File: src/rtc_pkg.sv
// constants, register map and field layouts of the real-time counter block
package rtc_pkg;

	// register indices; byte address is four times the index
	localparam logic [4:0] IDX_CTRL_A    = 5'h00;
	localparam logic [4:0] IDX_STATUS    = 5'h01;
	localparam logic [4:0] IDX_INT_EN    = 5'h02;
	localparam logic [4:0] IDX_INT_FLAGS = 5'h03;
	localparam logic [4:0] IDX_TEMP      = 5'h04;
	localparam logic [4:0] IDX_DBG       = 5'h05;
	localparam logic [4:0] IDX_CLK_SEL   = 5'h07;
	localparam logic [4:0] IDX_CNT_L     = 5'h08;
	localparam logic [4:0] IDX_CNT_H     = 5'h09;
	localparam logic [4:0] IDX_PER_L     = 5'h0A;
	localparam logic [4:0] IDX_PER_H     = 5'h0B;
	localparam logic [4:0] IDX_CMP_L     = 5'h0C;
	localparam logic [4:0] IDX_CMP_H     = 5'h0D;
	localparam logic [4:0] IDX_PIT_CTRL  = 5'h10;
	localparam logic [4:0] IDX_PIT_STAT  = 5'h11;
	localparam logic [4:0] IDX_PIT_EN    = 5'h12;
	localparam logic [4:0] IDX_PIT_FLAG  = 5'h13;
	localparam logic [4:0] IDX_PIT_DBG   = 5'h15;

	// bit positions in the flag, enable, busy and debug registers
	localparam int WRAP_BIT      = 0;
	localparam int CMP_BIT       = 1;
	localparam int BUSY_CTRL_BIT = 0;
	localparam int BUSY_CNT_BIT  = 1;
	localparam int BUSY_PER_BIT  = 2;
	localparam int BUSY_CMP_BIT  = 3;
	localparam int DBG_RUN_BIT   = 0;
	localparam int PERIODIC_BIT  = 0;

	// reset values
	localparam logic [7:0]  CTRL_RST = 8'h00;
	localparam logic [7:0]  BYTE_RST = 8'h00;
	localparam logic [15:0] CNT_RST  = 16'h0000;
	localparam logic [15:0] PER_RST  = 16'hFFFF;
	localparam logic [15:0] CMP_RST  = 16'h0000;

	// clock source codes
	localparam logic [1:0] SRC_INT_32768 = 2'h0;
	localparam logic [1:0] SRC_INT_1024  = 2'h1;
	localparam logic [1:0] SRC_EXTERNAL  = 2'h3;

	// periodic timer period codes
	localparam logic [3:0] PIT_OFF        = 4'h0;
	localparam logic [3:0] PIT_PERIOD_MAX = 4'hE;

	// rtc clock cycles from a register update to its effect
	localparam logic [1:0] SYNC_TICKS = 2'h2;

	typedef struct packed {
		logic       run_in_standby;
		logic [3:0] prescaler;
		logic [1:0] spare;
		logic       counter_enable;
	} ctrl_a_t;

	typedef struct packed {
		logic       spare_hi;
		logic [3:0] period;
		logic [1:0] spare_lo;
		logic       periodic_timer_enable;
	} pit_ctrl_t;

endpackage

File: src/rtc_sync_stage.sv
// busy tracker for one register crossing into the rtc clock cadence
`timescale 1ns/1ps
`default_nettype none
module rtc_sync_stage (
	input  wire logic clk_in,
	input  wire logic arst_n_in,
	input  wire logic load_in,
	input  wire logic tick_in,
	output var  logic busy_out,
	output wire logic apply_out
);
	logic [1:0] ticks;

	// value is handed over on the second rtc tick after the write
	assign apply_out = busy_out & tick_in & ~load_in
		& (ticks == rtc_pkg::SYNC_TICKS - 2'h1);

	always_ff @(posedge clk_in or negedge arst_n_in) begin
		if (!arst_n_in) begin
			busy_out <= 1'b0;
			ticks    <= 2'h0;
		end else if (load_in) begin
			busy_out <= 1'b1;
			ticks    <= 2'h0;
		end else if (apply_out) begin
			busy_out <= 1'b0;
		end else if (busy_out && tick_in) begin
			ticks <= ticks + 2'h1;
		end
	end
endmodule
`default_nettype wire

File: src/rtc_register_control.sv
// real-time counter with periodic timer, register file and interrupt
`timescale 1ns/1ps
`default_nettype none
module rtc_register_control (
	input  wire logic        clk_in,
	input  wire logic        arst_n_in,
	input  wire logic [7:0]  avs_address_in,
	input  wire logic        avs_read_in,
	input  wire logic        avs_write_in,
	input  wire logic [31:0] avs_writedata_in,
	input  wire logic [3:0]  avs_byteenable_in,
	output var  logic [31:0] avs_readdata_out,
	output wire logic        avs_waitrequest_out,
	input  wire logic        osc_32768_hz_in,
	input  wire logic        osc_1024_hz_in,
	input  wire logic        ext_clock_in,
	input  wire logic        standby_in,
	input  wire logic        debug_halt_in,
	output wire logic        irq_out,
	output var  logic        wrap_overflow_event_out,
	output var  logic        compare_match_event_out
);
	// bus
	logic                ack;
	logic [4:0]          idx;
	logic                rd_go;
	logic                wr_go;
	logic [7:0]          wbyte;
	logic [7:0]          rbyte;
	// software-side registers
	rtc_pkg::ctrl_a_t    ctrl_shadow;
	rtc_pkg::ctrl_a_t    ctrl_active;
	rtc_pkg::pit_ctrl_t  pit_shadow;
	rtc_pkg::pit_ctrl_t  pit_active;
	logic [1:0]          int_enable;
	logic [1:0]          int_flags;
	logic                pit_int_enable;
	logic                pit_flag;
	logic [7:0]          temp_byte;
	logic                run_during_break;
	logic                pit_run_during_break;
	logic [1:0]          clock_source_field;
	logic [15:0]         cnt_shadow;
	logic [15:0]         per_shadow;
	logic [15:0]         cmp_shadow;
	logic [15:0]         count;
	logic [15:0]         period_value;
	logic [15:0]         compare_value;
	// rtc cadence
	logic [2:0]          src_meta;
	logic [2:0]          src_sync;
	logic                src_prev;
	logic                src_sel;
	logic                rtc_tick;
	logic [14:0]         presc;
	logic [14:0]         div_mask;
	logic                presc_on;
	logic                count_run;
	logic                count_tick;
	logic                pit_halt;
	logic                pit_level;
	logic                pit_prev;
	logic                pit_set;
	logic                wrap_hit;
	logic                cmp_hit;
	logic [1:0]          next_int_flags;
	logic                next_pit_flag;
	// sync trackers
	logic [4:0]          sync_load;
	logic [4:0]          sync_busy;
	logic [4:0]          sync_apply;
	logic [7:0]          status_byte;

	// bus handshake: one wait cycle, then the answer
	assign avs_waitrequest_out = (avs_read_in | avs_write_in) & ~ack;
	assign idx   = avs_address_in[6:2];
	assign rd_go = avs_read_in & ~ack & ~avs_address_in[7];
	assign wr_go = avs_write_in & ack & avs_byteenable_in[0] & ~avs_address_in[7];
	assign wbyte = avs_writedata_in[7:0];

	wire wr_ctrl     = wr_go & (idx == rtc_pkg::IDX_CTRL_A);
	wire wr_int_en   = wr_go & (idx == rtc_pkg::IDX_INT_EN);
	wire wr_flags    = wr_go & (idx == rtc_pkg::IDX_INT_FLAGS);
	wire wr_temp     = wr_go & (idx == rtc_pkg::IDX_TEMP);
	wire wr_dbg      = wr_go & (idx == rtc_pkg::IDX_DBG);
	wire wr_clk_sel  = wr_go & (idx == rtc_pkg::IDX_CLK_SEL);
	wire wr_cnt_l    = wr_go & (idx == rtc_pkg::IDX_CNT_L);
	wire wr_cnt_h    = wr_go & (idx == rtc_pkg::IDX_CNT_H);
	wire wr_per_l    = wr_go & (idx == rtc_pkg::IDX_PER_L);
	wire wr_per_h    = wr_go & (idx == rtc_pkg::IDX_PER_H);
	wire wr_cmp_l    = wr_go & (idx == rtc_pkg::IDX_CMP_L);
	wire wr_cmp_h    = wr_go & (idx == rtc_pkg::IDX_CMP_H);
	wire wr_pit_ctrl = wr_go & (idx == rtc_pkg::IDX_PIT_CTRL);
	wire wr_pit_en   = wr_go & (idx == rtc_pkg::IDX_PIT_EN);
	wire wr_pit_flag = wr_go & (idx == rtc_pkg::IDX_PIT_FLAG);
	wire wr_pit_dbg  = wr_go & (idx == rtc_pkg::IDX_PIT_DBG);
	wire rd_cnt_l    = rd_go & (idx == rtc_pkg::IDX_CNT_L);
	wire rd_per_l    = rd_go & (idx == rtc_pkg::IDX_PER_L);
	wire rd_cmp_l    = rd_go & (idx == rtc_pkg::IDX_CMP_L);

	// busy bits in their documented positions
	assign status_byte = {4'h0, sync_busy[3:0]};

	always_comb begin
		rbyte = 8'h00;
		if (!avs_address_in[7]) begin
			unique case (idx)
				rtc_pkg::IDX_CTRL_A:    rbyte = ctrl_shadow;
				rtc_pkg::IDX_STATUS:    rbyte = status_byte;
				rtc_pkg::IDX_INT_EN:    rbyte = {6'h00, int_enable};
				rtc_pkg::IDX_INT_FLAGS: rbyte = {6'h00, int_flags};
				rtc_pkg::IDX_TEMP:      rbyte = temp_byte;
				rtc_pkg::IDX_DBG:       rbyte = {7'h00, run_during_break};
				rtc_pkg::IDX_CLK_SEL:   rbyte = {6'h00, clock_source_field};
				rtc_pkg::IDX_CNT_L:     rbyte = count[7:0];
				rtc_pkg::IDX_PER_L:     rbyte = per_shadow[7:0];
				rtc_pkg::IDX_CMP_L:     rbyte = cmp_shadow[7:0];
				rtc_pkg::IDX_CNT_H,
				rtc_pkg::IDX_PER_H,
				rtc_pkg::IDX_CMP_H:     rbyte = temp_byte;
				rtc_pkg::IDX_PIT_CTRL:  rbyte = pit_shadow;
				rtc_pkg::IDX_PIT_STAT:  rbyte = {7'h00, sync_busy[4]};
				rtc_pkg::IDX_PIT_EN:    rbyte = {7'h00, pit_int_enable};
				rtc_pkg::IDX_PIT_FLAG:  rbyte = {7'h00, pit_flag};
				rtc_pkg::IDX_PIT_DBG:   rbyte = {7'h00, pit_run_during_break};
				default:                rbyte = 8'h00;
			endcase
		end
	end

	always_ff @(posedge clk_in or negedge arst_n_in) begin
		if (!arst_n_in) begin
			ack              <= 1'b0;
			avs_readdata_out <= 32'h0000_0000;
		end else begin
			ack <= (avs_read_in | avs_write_in) & ~ack;
			if (avs_read_in && !ack) begin
				avs_readdata_out <= {24'h00_0000, rbyte};
			end
		end
	end

	// temporary byte: low read latches high half, low write parks data
	always_ff @(posedge clk_in or negedge arst_n_in) begin
		if (!arst_n_in) begin
			temp_byte <= rtc_pkg::BYTE_RST;
		end else if (wr_temp || wr_cnt_l || wr_per_l || wr_cmp_l) begin
			temp_byte <= wbyte;
		end else if (rd_cnt_l) begin
			temp_byte <= count[15:8];
		end else if (rd_per_l) begin
			temp_byte <= per_shadow[15:8];
		end else if (rd_cmp_l) begin
			temp_byte <= cmp_shadow[15:8];
		end
	end

	always_ff @(posedge clk_in or negedge arst_n_in) begin
		if (!arst_n_in) begin
			ctrl_shadow          <= rtc_pkg::CTRL_RST;
			pit_shadow           <= rtc_pkg::CTRL_RST;
			int_enable           <= 2'h0;
			pit_int_enable       <= 1'b0;
			run_during_break     <= 1'b0;
			pit_run_during_break <= 1'b0;
			clock_source_field   <= rtc_pkg::SRC_INT_32768;
			cnt_shadow           <= rtc_pkg::CNT_RST;
			per_shadow           <= rtc_pkg::PER_RST;
			cmp_shadow           <= rtc_pkg::CMP_RST;
		end else begin
			if (wr_ctrl) ctrl_shadow <= wbyte;
			if (wr_pit_ctrl) pit_shadow <= wbyte;
			if (wr_int_en) int_enable <= wbyte[1:0];
			if (wr_pit_en) pit_int_enable <= wbyte[rtc_pkg::PERIODIC_BIT];
			if (wr_dbg) run_during_break <= wbyte[rtc_pkg::DBG_RUN_BIT];
			if (wr_pit_dbg) pit_run_during_break <= wbyte[rtc_pkg::DBG_RUN_BIT];
			if (wr_clk_sel) clock_source_field <= wbyte[1:0];
			// high-byte write commits both halves at once
			if (wr_cnt_h) cnt_shadow <= {wbyte, temp_byte};
			if (wr_per_h) per_shadow <= {wbyte, temp_byte};
			if (wr_cmp_h) cmp_shadow <= {wbyte, temp_byte};
		end
	end

	// busy trackers, one per synchronised register
	assign sync_load = {wr_pit_ctrl, wr_cmp_h, wr_per_h, wr_cnt_h, wr_ctrl};

	genvar g;
	generate
		for (g = 0; g < 5; g++) begin : g_sync
			rtc_sync_stage u_stage (
				.clk_in    (clk_in),
				.arst_n_in (arst_n_in),
				.load_in   (sync_load[g]),
				.tick_in   (rtc_tick),
				.busy_out  (sync_busy[g]),
				.apply_out (sync_apply[g])
			);
		end
	endgenerate

	// applied copies follow the shadows two rtc cycles late
	always_ff @(posedge clk_in or negedge arst_n_in) begin
		if (!arst_n_in) begin
			ctrl_active   <= rtc_pkg::CTRL_RST;
			pit_active    <= rtc_pkg::CTRL_RST;
			period_value  <= rtc_pkg::PER_RST;
			compare_value <= rtc_pkg::CMP_RST;
		end else begin
			if (sync_apply[rtc_pkg::BUSY_CTRL_BIT]) ctrl_active <= ctrl_shadow;
			if (sync_apply[4]) pit_active <= pit_shadow;
			if (sync_apply[rtc_pkg::BUSY_PER_BIT]) period_value <= per_shadow;
			if (sync_apply[rtc_pkg::BUSY_CMP_BIT]) compare_value <= cmp_shadow;
		end
	end

	// oscillator pins are asynchronous: two flops before anything looks
	always_ff @(posedge clk_in or negedge arst_n_in) begin
		if (!arst_n_in) begin
			src_meta <= 3'h0;
			src_sync <= 3'h0;
			src_prev <= 1'b0;
		end else begin
			src_meta <= {ext_clock_in, osc_1024_hz_in, osc_32768_hz_in};
			src_sync <= src_meta;
			src_prev <= src_sel;
		end
	end

	// source select; reserved code gives no clock
	assign src_sel = (clock_source_field == rtc_pkg::SRC_INT_32768) ? src_sync[0]
		: (clock_source_field == rtc_pkg::SRC_INT_1024) ? src_sync[1]
		: (clock_source_field == rtc_pkg::SRC_EXTERNAL) ? src_sync[2] : 1'b0;
	// a source switch may cost or add one tick; software changes it while idle
	assign rtc_tick = src_sel & ~src_prev;

	// debug break halts each part unless it may run on
	wire cnt_halt = debug_halt_in & ~run_during_break;
	assign pit_halt = debug_halt_in & ~pit_run_during_break;

	// shared prescaler runs while either function is enabled, unless a debug break halts both parts
	assign presc_on = ctrl_active.counter_enable | pit_active.periodic_timer_enable;

	always_ff @(posedge clk_in or negedge arst_n_in) begin
		if (!arst_n_in) begin
			presc <= 15'h0000;
		end else if (presc_on && rtc_tick && !(cnt_halt && pit_halt)) begin
			presc <= presc + 15'h0001;
		end
	end

	assign count_run = ctrl_active.counter_enable & ~cnt_halt
		& ~(standby_in & ~ctrl_active.run_in_standby);
	// divide by two to the prescaler code
	assign div_mask   = ~(15'h7FFF << ctrl_active.prescaler);
	assign count_tick = rtc_tick & count_run & ((presc & div_mask) == div_mask);
	assign wrap_hit   = count_tick & (count == period_value);
	assign cmp_hit    = count_tick & (count == compare_value);

	// wrap to zero after the period value
	always_ff @(posedge clk_in or negedge arst_n_in) begin
		if (!arst_n_in) begin
			count <= rtc_pkg::CNT_RST;
		end else if (sync_apply[rtc_pkg::BUSY_CNT_BIT]) begin
			count <= cnt_shadow;
		end else if (wrap_hit) begin
			count <= 16'h0000;
		end else if (count_tick) begin
			count <= count + 16'h0001;
		end
	end

	// periodic output follows prescaler bit picked by the period code
	assign pit_level = pit_active.periodic_timer_enable & ~pit_halt
		& (pit_active.period != rtc_pkg::PIT_OFF)
		& (pit_active.period <= rtc_pkg::PIT_PERIOD_MAX)
		& presc[pit_active.period];
	assign pit_set = pit_level & ~pit_prev;

	// flags: a set in the clearing cycle wins
	assign next_int_flags = (int_flags & ~(wr_flags ? wbyte[1:0] : 2'h0))
		| {cmp_hit, wrap_hit};
	assign next_pit_flag = (pit_flag & ~(wr_pit_flag & wbyte[rtc_pkg::PERIODIC_BIT])) | pit_set;

	always_ff @(posedge clk_in or negedge arst_n_in) begin
		if (!arst_n_in) begin
			int_flags               <= 2'h0;
			pit_flag                <= 1'b0;
			pit_prev                <= 1'b0;
			wrap_overflow_event_out <= 1'b0;
			compare_match_event_out <= 1'b0;
		end else begin
			int_flags               <= next_int_flags;
			pit_flag                <= next_pit_flag;
			pit_prev                <= pit_level;
			wrap_overflow_event_out <= wrap_hit;
			compare_match_event_out <= cmp_hit;
		end
	end

	// enabled and flagged sources drive the request
	assign irq_out = |(int_flags & int_enable) | (pit_flag & pit_int_enable);
endmodule
`default_nettype wire

File: config.mk
export PLATFORM = sky130hd
export DESIGN_NAME = rtc_register_control
export DESIGN_NICKNAME = d
export VERILOG_FILES = /design/src/rtc_pkg.sv /design/src/rtc_sync_stage.sv /design/src/rtc_register_control.sv
export SDC_FILE = /design/constraint.sdc
export NUM_CORES = 1
export LEC_CHECK = 0
export BUFFER_PORTS_ARGS = -buffer_cell sky130_fd_sc_hd__buf_2
export CAP_MARGIN = 5
export CORE_UTILIZATION = 49
export CTS_CLUSTER_SIZE = 40
export DETAILED_ROUTE_END_ITERATION = 10
export PLACE_DENSITY = 0.75
export SLEW_MARGIN = 10
export SYNTH_ARGS = -nofsm -noshare
export SYNTH_HDL_FRONTEND = slang
export SYNTH_HIERARCHICAL = 1
export SYNTH_SLANG_ARGS = --single-unit
File: constraint.sdc
create_clock -name clk_in -period 3.3 [get_ports clk_in]
set_clock_uncertainty 0.1 [all_clocks]
set_input_delay 0.33 -clock clk_in [delete_from_list [all_inputs] [get_ports clk_in]]
set_output_delay 0.33 -clock clk_in [all_outputs]
set_load 0.005 [all_outputs]
==> results of run 1 <==
-- Yosys cell counts (all sizes together), types with 20 or more instances --
master and number:
buf 39, xnor2 25, nor2 55, clkbuf 32
inv 20, dfrtp 158, nand2 114, nand3 37
mux2 113, xor2 21, dfstp 32, o21ai 21
-- worst max-delay path, stage by stage (launching register included) --
cell      delay (ps)
dfrtp_1          470
mux2_2           390
a31oi_2          360
inv_1            100
and4b_2          390
nor2_1           330
nand2b_4         210
o311ai_1         360
-- power groups by stage --
| stage | Combinational, mW | Sequential, mW | Clock (mW) |
|---|---|---|---|
| floorplan | 0.390 | 2.55 | 0 |
| global placement | 0.518 | 2.59 | 0 |
| detailed placement | 0.539 | 2.59 | 0 |
| CTS | 0.550 | 2.55 | 2.28 |
| global route | 0.620 | 2.56 | 2.38 |
| finish | 0.547 | 2.55 | 2.26 |
-- how the worst min path moves through the flow --
stage	startpoint	end	cells after the start
after CTS	avs_write_in	ack$_DFF_PN0_	3
after global routing	avs_read_in	ack$_DFF_PN0_	3
after global placement	src_meta[2]$_DFF_PN0_	src_sync[2]$_DFF_PN0_	0
after floorplan	arst_n_in	ack$_DFF_PN0_	0
after detailed placement	src_meta[0]$_DFF_PN0_	src_sync[0]$_DFF_PN0_	0
final	avs_read_in	ack$_DFF_PN0_	3
-- state kept, by name, summed over array words and instances, names as in the netlist, 3 cells and up --
register and flops:
cnt_shadow 16, g_sync.u_stage/ticks 10, pit_shadow 8, g_sync.u_stage/busy_out 5, presc 15, count 16, compare_value 16, cmp_shadow 16
temp_byte 8, src_meta 3, ctrl_active 6, src_sync 3, avs_readdata_out 8, ctrl_shadow 8, per_shadow 16, period_value 16
pit_active 5
-- metal layers --
layer	routed length (um)	global-route usage
met1	10500	0.369
met2	10700	0.376
met3	2180	0.0596
met4	671	0.0968
met5	0	0
-- stage by stage --
stage | total power [mW] | setup WS [ps]
floorplan | 2.94 | 356
global placement | 3.10 | 392
detailed placement | 3.13 | 265
CTS | 5.39 | 482
global route | 5.56 | 281
finish | 5.36 | 472
-- cells in the final DEF (no fill, tap or decap), drive strengths merged, types with 24 or more instances in the layout --
cell type	synthesis	routed
nor2	55	55
mux2	113	113
clkbuf	32	25
nand3	37	37
buf	39	68
nand2	114	114
conb	1	24
dfstp	32	32
xnor2	25	25
dfrtp	158	158
-- kinds of logic after synthesis --
family                   share of synthesized area
other                                     0.000390
AO/OA/AOI/OAI                               0.0980
AND/OR/NAND/NOR                              0.157
XOR/XNOR                                    0.0419
adder cells (fa/ha/maj)                    0.00910
buffers and inverters                       0.0481
multiplexers                                 0.147
flip-flops                                   0.498
-- layout make-up --
cell class,count,area [um2]
Fill cell,1567,8160
Sequential cell,190,4790
Multi-Input combinational cell,608,4460
Clock buffer,24,502
Timing Repair Buffer,73,479
Tap cell,260,325
Clock inverter,8,153
Inverter,22,82.6
==> out/results.ini, run 1 <==
[run_status]
status = completed

[floorplanning]
rows = 50
core_area_um2 = 19000
die_x_um = 142
ios = 89
start_util = 0.508
die-height_um = 142
die_area_um2 = 20200

[worst_setup_path]
cp.required_ps = 3520
crit_path_end = count[3]$_DFFE_PN0P_
end_kind = register
crit_start = clock_source_field[1]$_DFFE_PN0P_
cp-start-kind = register
rr_startpoint = clock_source_field[1]$_DFFE_PN0P_
reg2reg_depth = 7
critPathKind = reg2reg
r2r_end = count[3]$_DFFE_PN0P_
rrSetupSlack_ps = 470
path_max_fanout = 18
worstPathArrival_ps = 3050

[grt]
antenna_found_initial = 0
gr-total-overflow = 0
grt_pass1_vias = 6923
grt_pass1_wl_um = 38900
grt_usage = 0.256
grt_max_degree = 97

[power]
combPwrFrac = 0.102
p_leak_nw = 5.18
pwr-share-seq = 0.476
intPower_mw = 4.07
p_per_area_nw_per_um2 = 497
switching_share = 0.242
p_sw_mw = 1.30
p_clk_frac = 0.422
vdd_drop_max_uv = 317

[placement]
portBuffers = 35
placed_cell_area_um2 = 10100
dp_cells = 1149
dp_hpwl_um = 17000
routabilityCongestion = 0.877

[final_layout]
antenna_cells = 0
finish.utilization = 0.569
stdcell_area_um2 = 10800
drive_gt1_frac = 0.268
fin_nets = 972
fin_cells = 1185
syn_to_final_growth_pct = 12.1

[sta]
relSlewSlack = 0.464
max_freq_mhz = 354
finalMaxSlewViolations = 0
whs_ps = 72.8
fin_crit_sh = 0.857
rsz0062_at_grt = false
finalSetupTns_ps = 0
fin_crit_ps = 2830
setup_violations = 0
hold_viol = 0
worstMarginPinSlew_ps = 804

[synth]
synthCells = 868
ys_ff_latch = 190
synth_edf_count = 0
async_flop_share = 1.00
ys_types = 73
yosysTopAreaCell = dfrtp_1
yosysWarnings = 6
yosys-top-cells-area = dfrtp_1 41%, dfstp_2 8.7%, mux2_2 8.7%
ys_seq_area_frac = 0.498
syn_area_um2 = 9630
syn_avg_cell_area_um2 = 11.1
yosysTopAreaCellShare = 0.411
synth_ff_type = dfrtp_1

[run]
maxCapViolCount = 0

[cts]
cts_inserted_buffers = 17
cts_resized = 0
path_clk_slew_ps = 70
clock_latency_ps = 440
tritoncts = done
cts_hold_buffers = 4
htreeDepth = 4
clockRootBuffer = clkbuf_16
cts_setup_buffers = 0
clk_path_buf_depth = 2
clock_sinks = 190

[detailed_routing]
drc = 0
firstDrtPassIters = 6
drt_iter0_drc = 761
wl_per_cell_um = 20.3
routed_wl_um = 24000
postRouteAntennaNets = 0
vias_per_cell = 6.00
vias = 7110

[hold_path]
hold_path.class = in2reg

Note: power is estimated with default switching activity, not from simulation.
==> run 2: changes to the inputs <==
ABC_AREA = 1   (was not set)
CORE_UTILIZATION = 25   (was 49)
PLACE_DENSITY = 0.47   (was 0.75)
==> run 2 against run 1 <==
Effect of this change:
- global-route usage decreased by 11 points
- highest routed layer unchanged
- wire length increased by 24%
- synthesized cell count increased by 49%
==> out/results.ini, run 2 <==
[detailed_routing]
met3_length_um = 998  ; -54%
m1WireLength_um = 14800  ; +41%
vias_per_cell = 4.48  ; -25%
routed_wl_um = 29800  ; +24%
vias = 8343  ; +17%
firstDrtPassIters = 5  ; -1
drc = 0  ; unchanged
drt_iter0_drc = 558  ; -27%
postRouteAntennaNets = 0  ; unchanged
wl_met2_um = 13500  ; +26%
wl_per_cell_um = 16.0  ; -21%
routed.top_layer = met4

[sta]
finalSetupTns_ps = 0  ; unchanged
setup_violations = 0  ; unchanged
fin_crit_sh = 0.809  ; -0.0480
fin_crit_ps = 2670  ; -158 ps
worstMarginPinSlew_ps = 877  ; +73.5 ps
finalMaxSlewViolations = 0  ; unchanged
relSlewSlack = 0.413  ; -0.0509
max_freq_mhz = 375  ; +5.9%
hold_viol = 0  ; unchanged
rsz0062_at_grt = false
whs_ps = 53.7  ; -19.1 ps

[synth]
synth_most_common_cell = nand2_1
synth_ff_type = dfrtp_1
ys_seq_area_frac = 0.467  ; -0.0308
syn_area_um2 = 10300  ; +6.6%
synthCells = 1294  ; +49%
ys_types = 50  ; -32%
synth_edf_count = 0  ; unchanged
yosysTopAreaCell = dfrtp_1
yosysWarnings = 6  ; unchanged
synthTopCellsByCount = 350 x nand2_1, 158 x dfrtp_1, 151 x inv_1, 105 x nor2_1, 100 x o21ai_0
yosys-top-cells-area = dfrtp_1 39%, nand2_1 13%, dfstp_2 8.2%
ys_ff_latch = 190  ; unchanged
syn_avg_cell_area_um2 = 7.93  ; -29%
async_flop_share = 1.00  ; unchanged
yosysTopAreaCellShare = 0.385  ; -0.0254

[power]
p_per_area_nw_per_um2 = 477  ; -4.1%
vdd_drop_max_uv = 350  ; +10%
p_leak_nw = 5.48  ; +5.7%

[floorplanning]
die_x_um = 205  ; +44%
ios = 89  ; unchanged
rows = 73  ; +46%
core_area_um2 = 40100  ; +110%
die_area_um2 = 41900  ; +110%
start_util = 0.256  ; -0.252
die-height_um = 205  ; +44%

[worst_setup_path]
rrSetupSlack_ps = 630  ; +160 ps
crit_path_end = period_value[5]$_DFFE_PN1P_
critPathKind = reg2reg
end_kind = register
cp-start-kind = register
path_cells = inv_2 -> nand2_1 -> nand3_1 -> nand2_1 -> nor2_2 -> nand2_2 -> nor3_4 -> buf_4 -> nor2_1 -> a21oi_1
rr_startpoint = clock_source_field[1]$_DFFE_PN0P_
cp.required_ps = 3570  ; +50 ps
crit_path_max_incr_delay_ps = 700  ; +230 ps
crit_start = clock_source_field[1]$_DFFE_PN0P_
reg2reg_depth = 10  ; +3
path_max_fanout = 11  ; -7
r2r_end = period_value[5]$_DFFE_PN1P_
cp_slowest_cell = nor3_4
crit_top_cell = nand2_1
worstPathArrival_ps = 2940  ; -110 ps

[placement]
dp_hpwl_um = 21800  ; +28%
routabilityCongestion = 0.903  ; +3.0%
portBuffers = 35  ; unchanged

[final_layout]
antenna_cells = 0  ; unchanged
fillCellCount = 4331  ; +180%
final_cell_mix = 350 x nand2_1, 158 x dfrtp_1, 151 x inv_1, 105 x nor2_1, 100 x o21ai_0
finish.utilization = 0.287  ; -0.282
syn_to_final_growth_pct = 12.1  ; about the same
fin_nets = 1384  ; +42%
final_common_cell = nand2_1
drive_gt1_frac = 0.149  ; -0.119

[grt]
gr-total-overflow = 0  ; unchanged
grt_usage = 0.148  ; -0.108
grt_pass1_vias = 8158  ; +18%
grt_max_degree = 79  ; -19%
grt_pass1_wl_um = 47300  ; +22%
antenna_found_initial = 0  ; unchanged

[cts]
clock_sinks = 190  ; unchanged
cts_resized = 0  ; unchanged
cts_setup_buffers = 0  ; unchanged
path_clk_slew_ps = 80  ; about the same
clk_path_buf_depth = 2  ; unchanged
clockRootBuffer = clkbuf_16
clock_latency_ps = 450  ; about the same
tritoncts = done
cts_inserted_buffers = 17  ; unchanged
htreeDepth = 4  ; unchanged

[run]
maxCapViolCount = 0  ; unchanged

[hold_path]
hold_path.class = in2reg

[run_status]
status = completed

[run 2: changes by cell type after synthesis, moves of 19 or more]
cell / delta
nand4_1: +26
mux2_2: -62
o21ai_0: +96
clkbuf_1: -19
mux2_1: -29
nand2_1: +236
inv_1: +131
nor2_1: +51
[run 2: layout make-up]
class	instances	area (um2)	share of cell area
Sequential cell	190	4790	0.417
Multi-Input combinational cell	889	4490	0.390
Tap cell	525	657	0.0571
Inverter	170	649	0.0565
Clock buffer	19	443	0.0385
Timing Repair Buffer	56	352	0.0306
Clock inverter	13	116	0.0101
[run 2: stage by stage]
step	area [um2]	power (mW)	std cells	setup WS, ps
after floorplan	10300	3.23	1317	959
after global routing	11500	5.79	1862	411
after global placement	10900	3.49	1826	685
after CTS	11500	5.55	1862	651
final	11500	5.48	1862	631
after detailed placement	10900	3.50	1826	669
[run 2: per-layer routing]
metal / global-route usage / vias up
met5: 0 / -
met4: 0.0418 / 0
met3: 0.0194 / 29
met2: 0.233 / 150
met1: 0.212 / 4042
li1: - / 4122
[run 2: cell families (layout without fill, tap and decap cells)]
kind of cell	after synthesis	after routing	share of synthesized area
buffers and inverters	238	258	0.105
flip-flops	190	190	0.467
adder cells (fa/ha/maj)	7	7	0.00854
AO/OA/AOI/OAI	181	181	0.0933
multiplexers	12	12	0.0132
AND/OR/NAND/NOR	622	622	0.276
other	1	24	0.000365
XOR/XNOR	43	43	0.0367
[run 2: worst min-delay path by stage]
| stage | from | end | slack [ps] | cells past startpoint |
|---|---|---|---|---|
| after detailed placement | src_meta[1]$_DFF_PN0_ | src_sync[1]$_DFF_PN0_ | 250 | 0 |
| final | avs_writedata_in[5] | ctrl_shadow[5]$_DFFE_PN0P_ | 50 | 3 |
| after floorplan | arst_n_in | ack$_DFF_PN0_ | -70 | 0 |
| after global placement | src_meta[2]$_DFF_PN0_ | src_sync[2]$_DFF_PN0_ | 240 | 0 |
| after global routing | avs_writedata_in[5] | ctrl_shadow[5]$_DFFE_PN0P_ | 60 | 3 |
| after CTS | avs_writedata_in[5] | ctrl_shadow[5]$_DFFE_PN0P_ | 50 | 3 |
[run 2: repair_timing]
action                                 in CTS  in global routing
endpoints found under the hold margin      64                  0
hold buffers                                4                  0
setup endpoints to repair                   0                  0
[run 2: worst max-delay path, delay by kind of cell, from the launching register on]
family                 cells  cell delay (ps)
and+or+nand+nor            7             1560
buffers and inverters      2              410
DFF                        1              400
AOI/OAI and AO/OA          1              120
[run 2: report_power, final]
group	internal (mW)	leakage [nW]	switching, mW
clock	1.02	0.275	1.01
sequential	2.55	2.36	0.168
combinational	0.250	2.84	0.488
total	3.81	5.48	1.67
==> run 3: changes to the inputs <==
ABC_AREA = 0   (was 1)
clock period = 2.5 ns   (was 3.3 ns; I/O delays follow)
==> run 3 against run 2 <==
Effect of this change:
- global-route usage decreased by 0.32 points
- combinational power grew 5.7%
- register-to-register slack worse by 470 ps
- non-clock buffer count up 57
- wire length shrank 9.1%
- total power is 26% higher
- cell area decreased by 0.34%
- worst setup slack lost 470 ps
- flip-flop and latch count did not move
- sequential power is 24% higher
- sequential share of layout area is 0.15 points higher
- highest routed layer unchanged
==> out/results.ini, run 3 (synthesized netlist as in run 1, its figures left out) <==
[cts]
clock_latency_ps = 450  ; about the same
path_clk_slew_ps = 80  ; about the same
clock_sinks = 190  ; unchanged
clk_path_buf_depth = 2  ; unchanged
cts_inserted_buffers = 17  ; unchanged
tritoncts = done
clockRootBuffer = clkbuf_16
htreeDepth = 4  ; unchanged

[grt]
grt_pass1_vias = 6962  ; -15%
grt_pass1_wl_um = 42800  ; -9.6%
antenna_found_initial = 1  ; +1
gr-total-overflow = 0  ; unchanged
grt_usage = 0.145  ; -0.00320
grt_max_degree = 68  ; -14%

[worst_setup_path]
crit_path_max_incr_delay_ps = 370  ; -330 ps
crit_top_cell = buf_4
worstPathArrival_ps = 2570  ; -370 ps
reg2reg_depth = 8  ; -2
cp_slowest_cell = dfrtp_1
cp.depth = 8  ; -2
end_kind = register
cp_top_family = simple AND/OR/NAND/NOR gates
cp-start-kind = register
cp.required_ps = 2730  ; -840 ps
critPathKind = reg2reg
path_cells = nand4b_1 -> buf_4 -> buf_4 -> or2_2 -> nor2_4 -> and4b_2 -> buf_12 -> mux2_2
cp.buffers_inverters = 3  ; +1
path_max_fanout = 16  ; +5

[placement]
dp_hpwl_um = 19800  ; -9.2%
dp_cells = 1437  ; -21%
portBuffers = 35  ; unchanged
routabilityCongestion = 0.824  ; -8.8%

[detailed_routing]
routed_wl_um = 27100  ; -9.1%
vias = 6922  ; -17%
wl_per_cell_um = 18.3  ; +15%
firstDrtPassIters = 6  ; +1
drt_iter0_drc = 462  ; -17%
postRouteAntennaNets = 0  ; unchanged
drc = 0  ; unchanged
vias_per_cell = 4.69  ; +4.7%

[sta]
finalSetupTns_ps = 0  ; unchanged
relSlewSlack = 0.264  ; -0.149
worstMarginPinSlew_ps = 1100  ; +219 ps
setup_violations = 0  ; unchanged
rsz0062_at_grt = false
max_freq_mhz = 428  ; +14%
hold_viol = 0  ; unchanged
fin_crit_ps = 2340  ; -330 ps
fin_crit_sh = 0.936  ; +0.127
finalMaxSlewViolations = 0  ; unchanged

[power]
p_per_area_nw_per_um2 = 604  ; +27%
vdd_drop_max_uv = 505  ; +44%
p_leak_nw = 5.39  ; -1.5%

[final_layout]
drive_gt1_frac = 0.306  ; +0.157
final_cell_mix = 157 x dfrtp_1, 114 x nand2_1, 74 x mux2_2, 67 x buf_4, 53 x nor2_1
antenna_cells = 0  ; unchanged
syn_to_final_growth_pct = 19.1
finish.utilization = 0.304  ; +0.0168
final_common_cell = dfrtp_1
fin_cells = 1476  ; -21%
fin_nets = 1012  ; -27%

[floorplanning]
ios = 89  ; unchanged
die_area_um2 = 39300  ; -6.1%
core_area_um2 = 37800  ; -5.8%
start_util = 0.255  ; -0.000926
rows = 71  ; -2.7%
die-height_um = 198  ; -3.1%
die_x_um = 198  ; -3.1%

[run]
maxCapViolCount = 0  ; unchanged

[hold_path]
hold_path.class = in2reg
whs_path_depth = 3  ; unchanged

[run_status]
status = completed

==> run 3: repair_timing <==
action | CTS | global route
hold buffers | 6 | 0
endpoints found under the hold margin | 139 | 0
buffers inserted | 0 | 1
endpoints found under the setup margin | 0 | 5
gates resized for setup | 0 | 4
==> run 3: worst reg2reg max path: stages, from the launching register on <==
cell      delay (ps)
dfrtp_1          370
nand4b_1         210
buf_4            200
buf_4            150
or2_2            350
nor2_4           140
and4b_2          250
buf_12           160
mux2_2           280
==> run 3: cell type report <==
type	count	area, um2
Clock buffer	18	439
Clock inverter	14	146
Fill cell	3922	26300
Inverter	22	87.6
Multi-Input combinational cell	608	4510
Sequential cell	190	4800
Tap cell	511	639
Timing Repair Buffer	113	847
==> run 3: report_power, final <==
| part | switching, mW | internal [mW] |
|---|---|---|
| Clock | 1.33 | 1.44 |
| Combinational | 0.415 | 0.365 |
| Sequential | 0.145 | 3.22 |
==> run 3: layer usage <==
| layer | wire (um) | global-route usage |
|---|---|---|
| met5 | 0 | 0 |
| met3 | 1020 | 0.0216 |
| met4 | 481 | 0.0468 |
| met2 | 12500 | 0.224 |
| met1 | 13100 | 0.207 |
==> run 3: worst paths after layout <==
path	from	end	slack, ps
max	ack$_DFF_PN0_	compare_value[13]$_DFFE_PN0P_	160
min reg2reg	src_meta[0]$_DFF_PN0_	src_sync[0]$_DFF_PN0_	260
min	avs_writedata_in[6]	pit_shadow[6]$_DFFE_PN0P_	30
min in group asynchronous	arst_n_in	g_sync[0].u_stage/ticks[1]$_DFFE_PN0P_	160
max in group asynchronous	arst_n_in	per_shadow[8]$_DFFE_PN1P_	1410
max reg2reg	ack$_DFF_PN0_	compare_value[13]$_DFFE_PN0P_	160
==> run 3: through the flow <==
step	cell area (um2)	power (mW)	hold slack, ps	setup WS [ps]
after floorplan	9790	3.89	-146	-84.5
after global placement	10800	4.18	70.7	88.8
after detailed placement	10800	4.20	72.8	37.9
after CTS	11400	7.03	11.4	65.2
after global routing	11500	7.27	17.5	30.1
final	11500	6.93	33.8	161
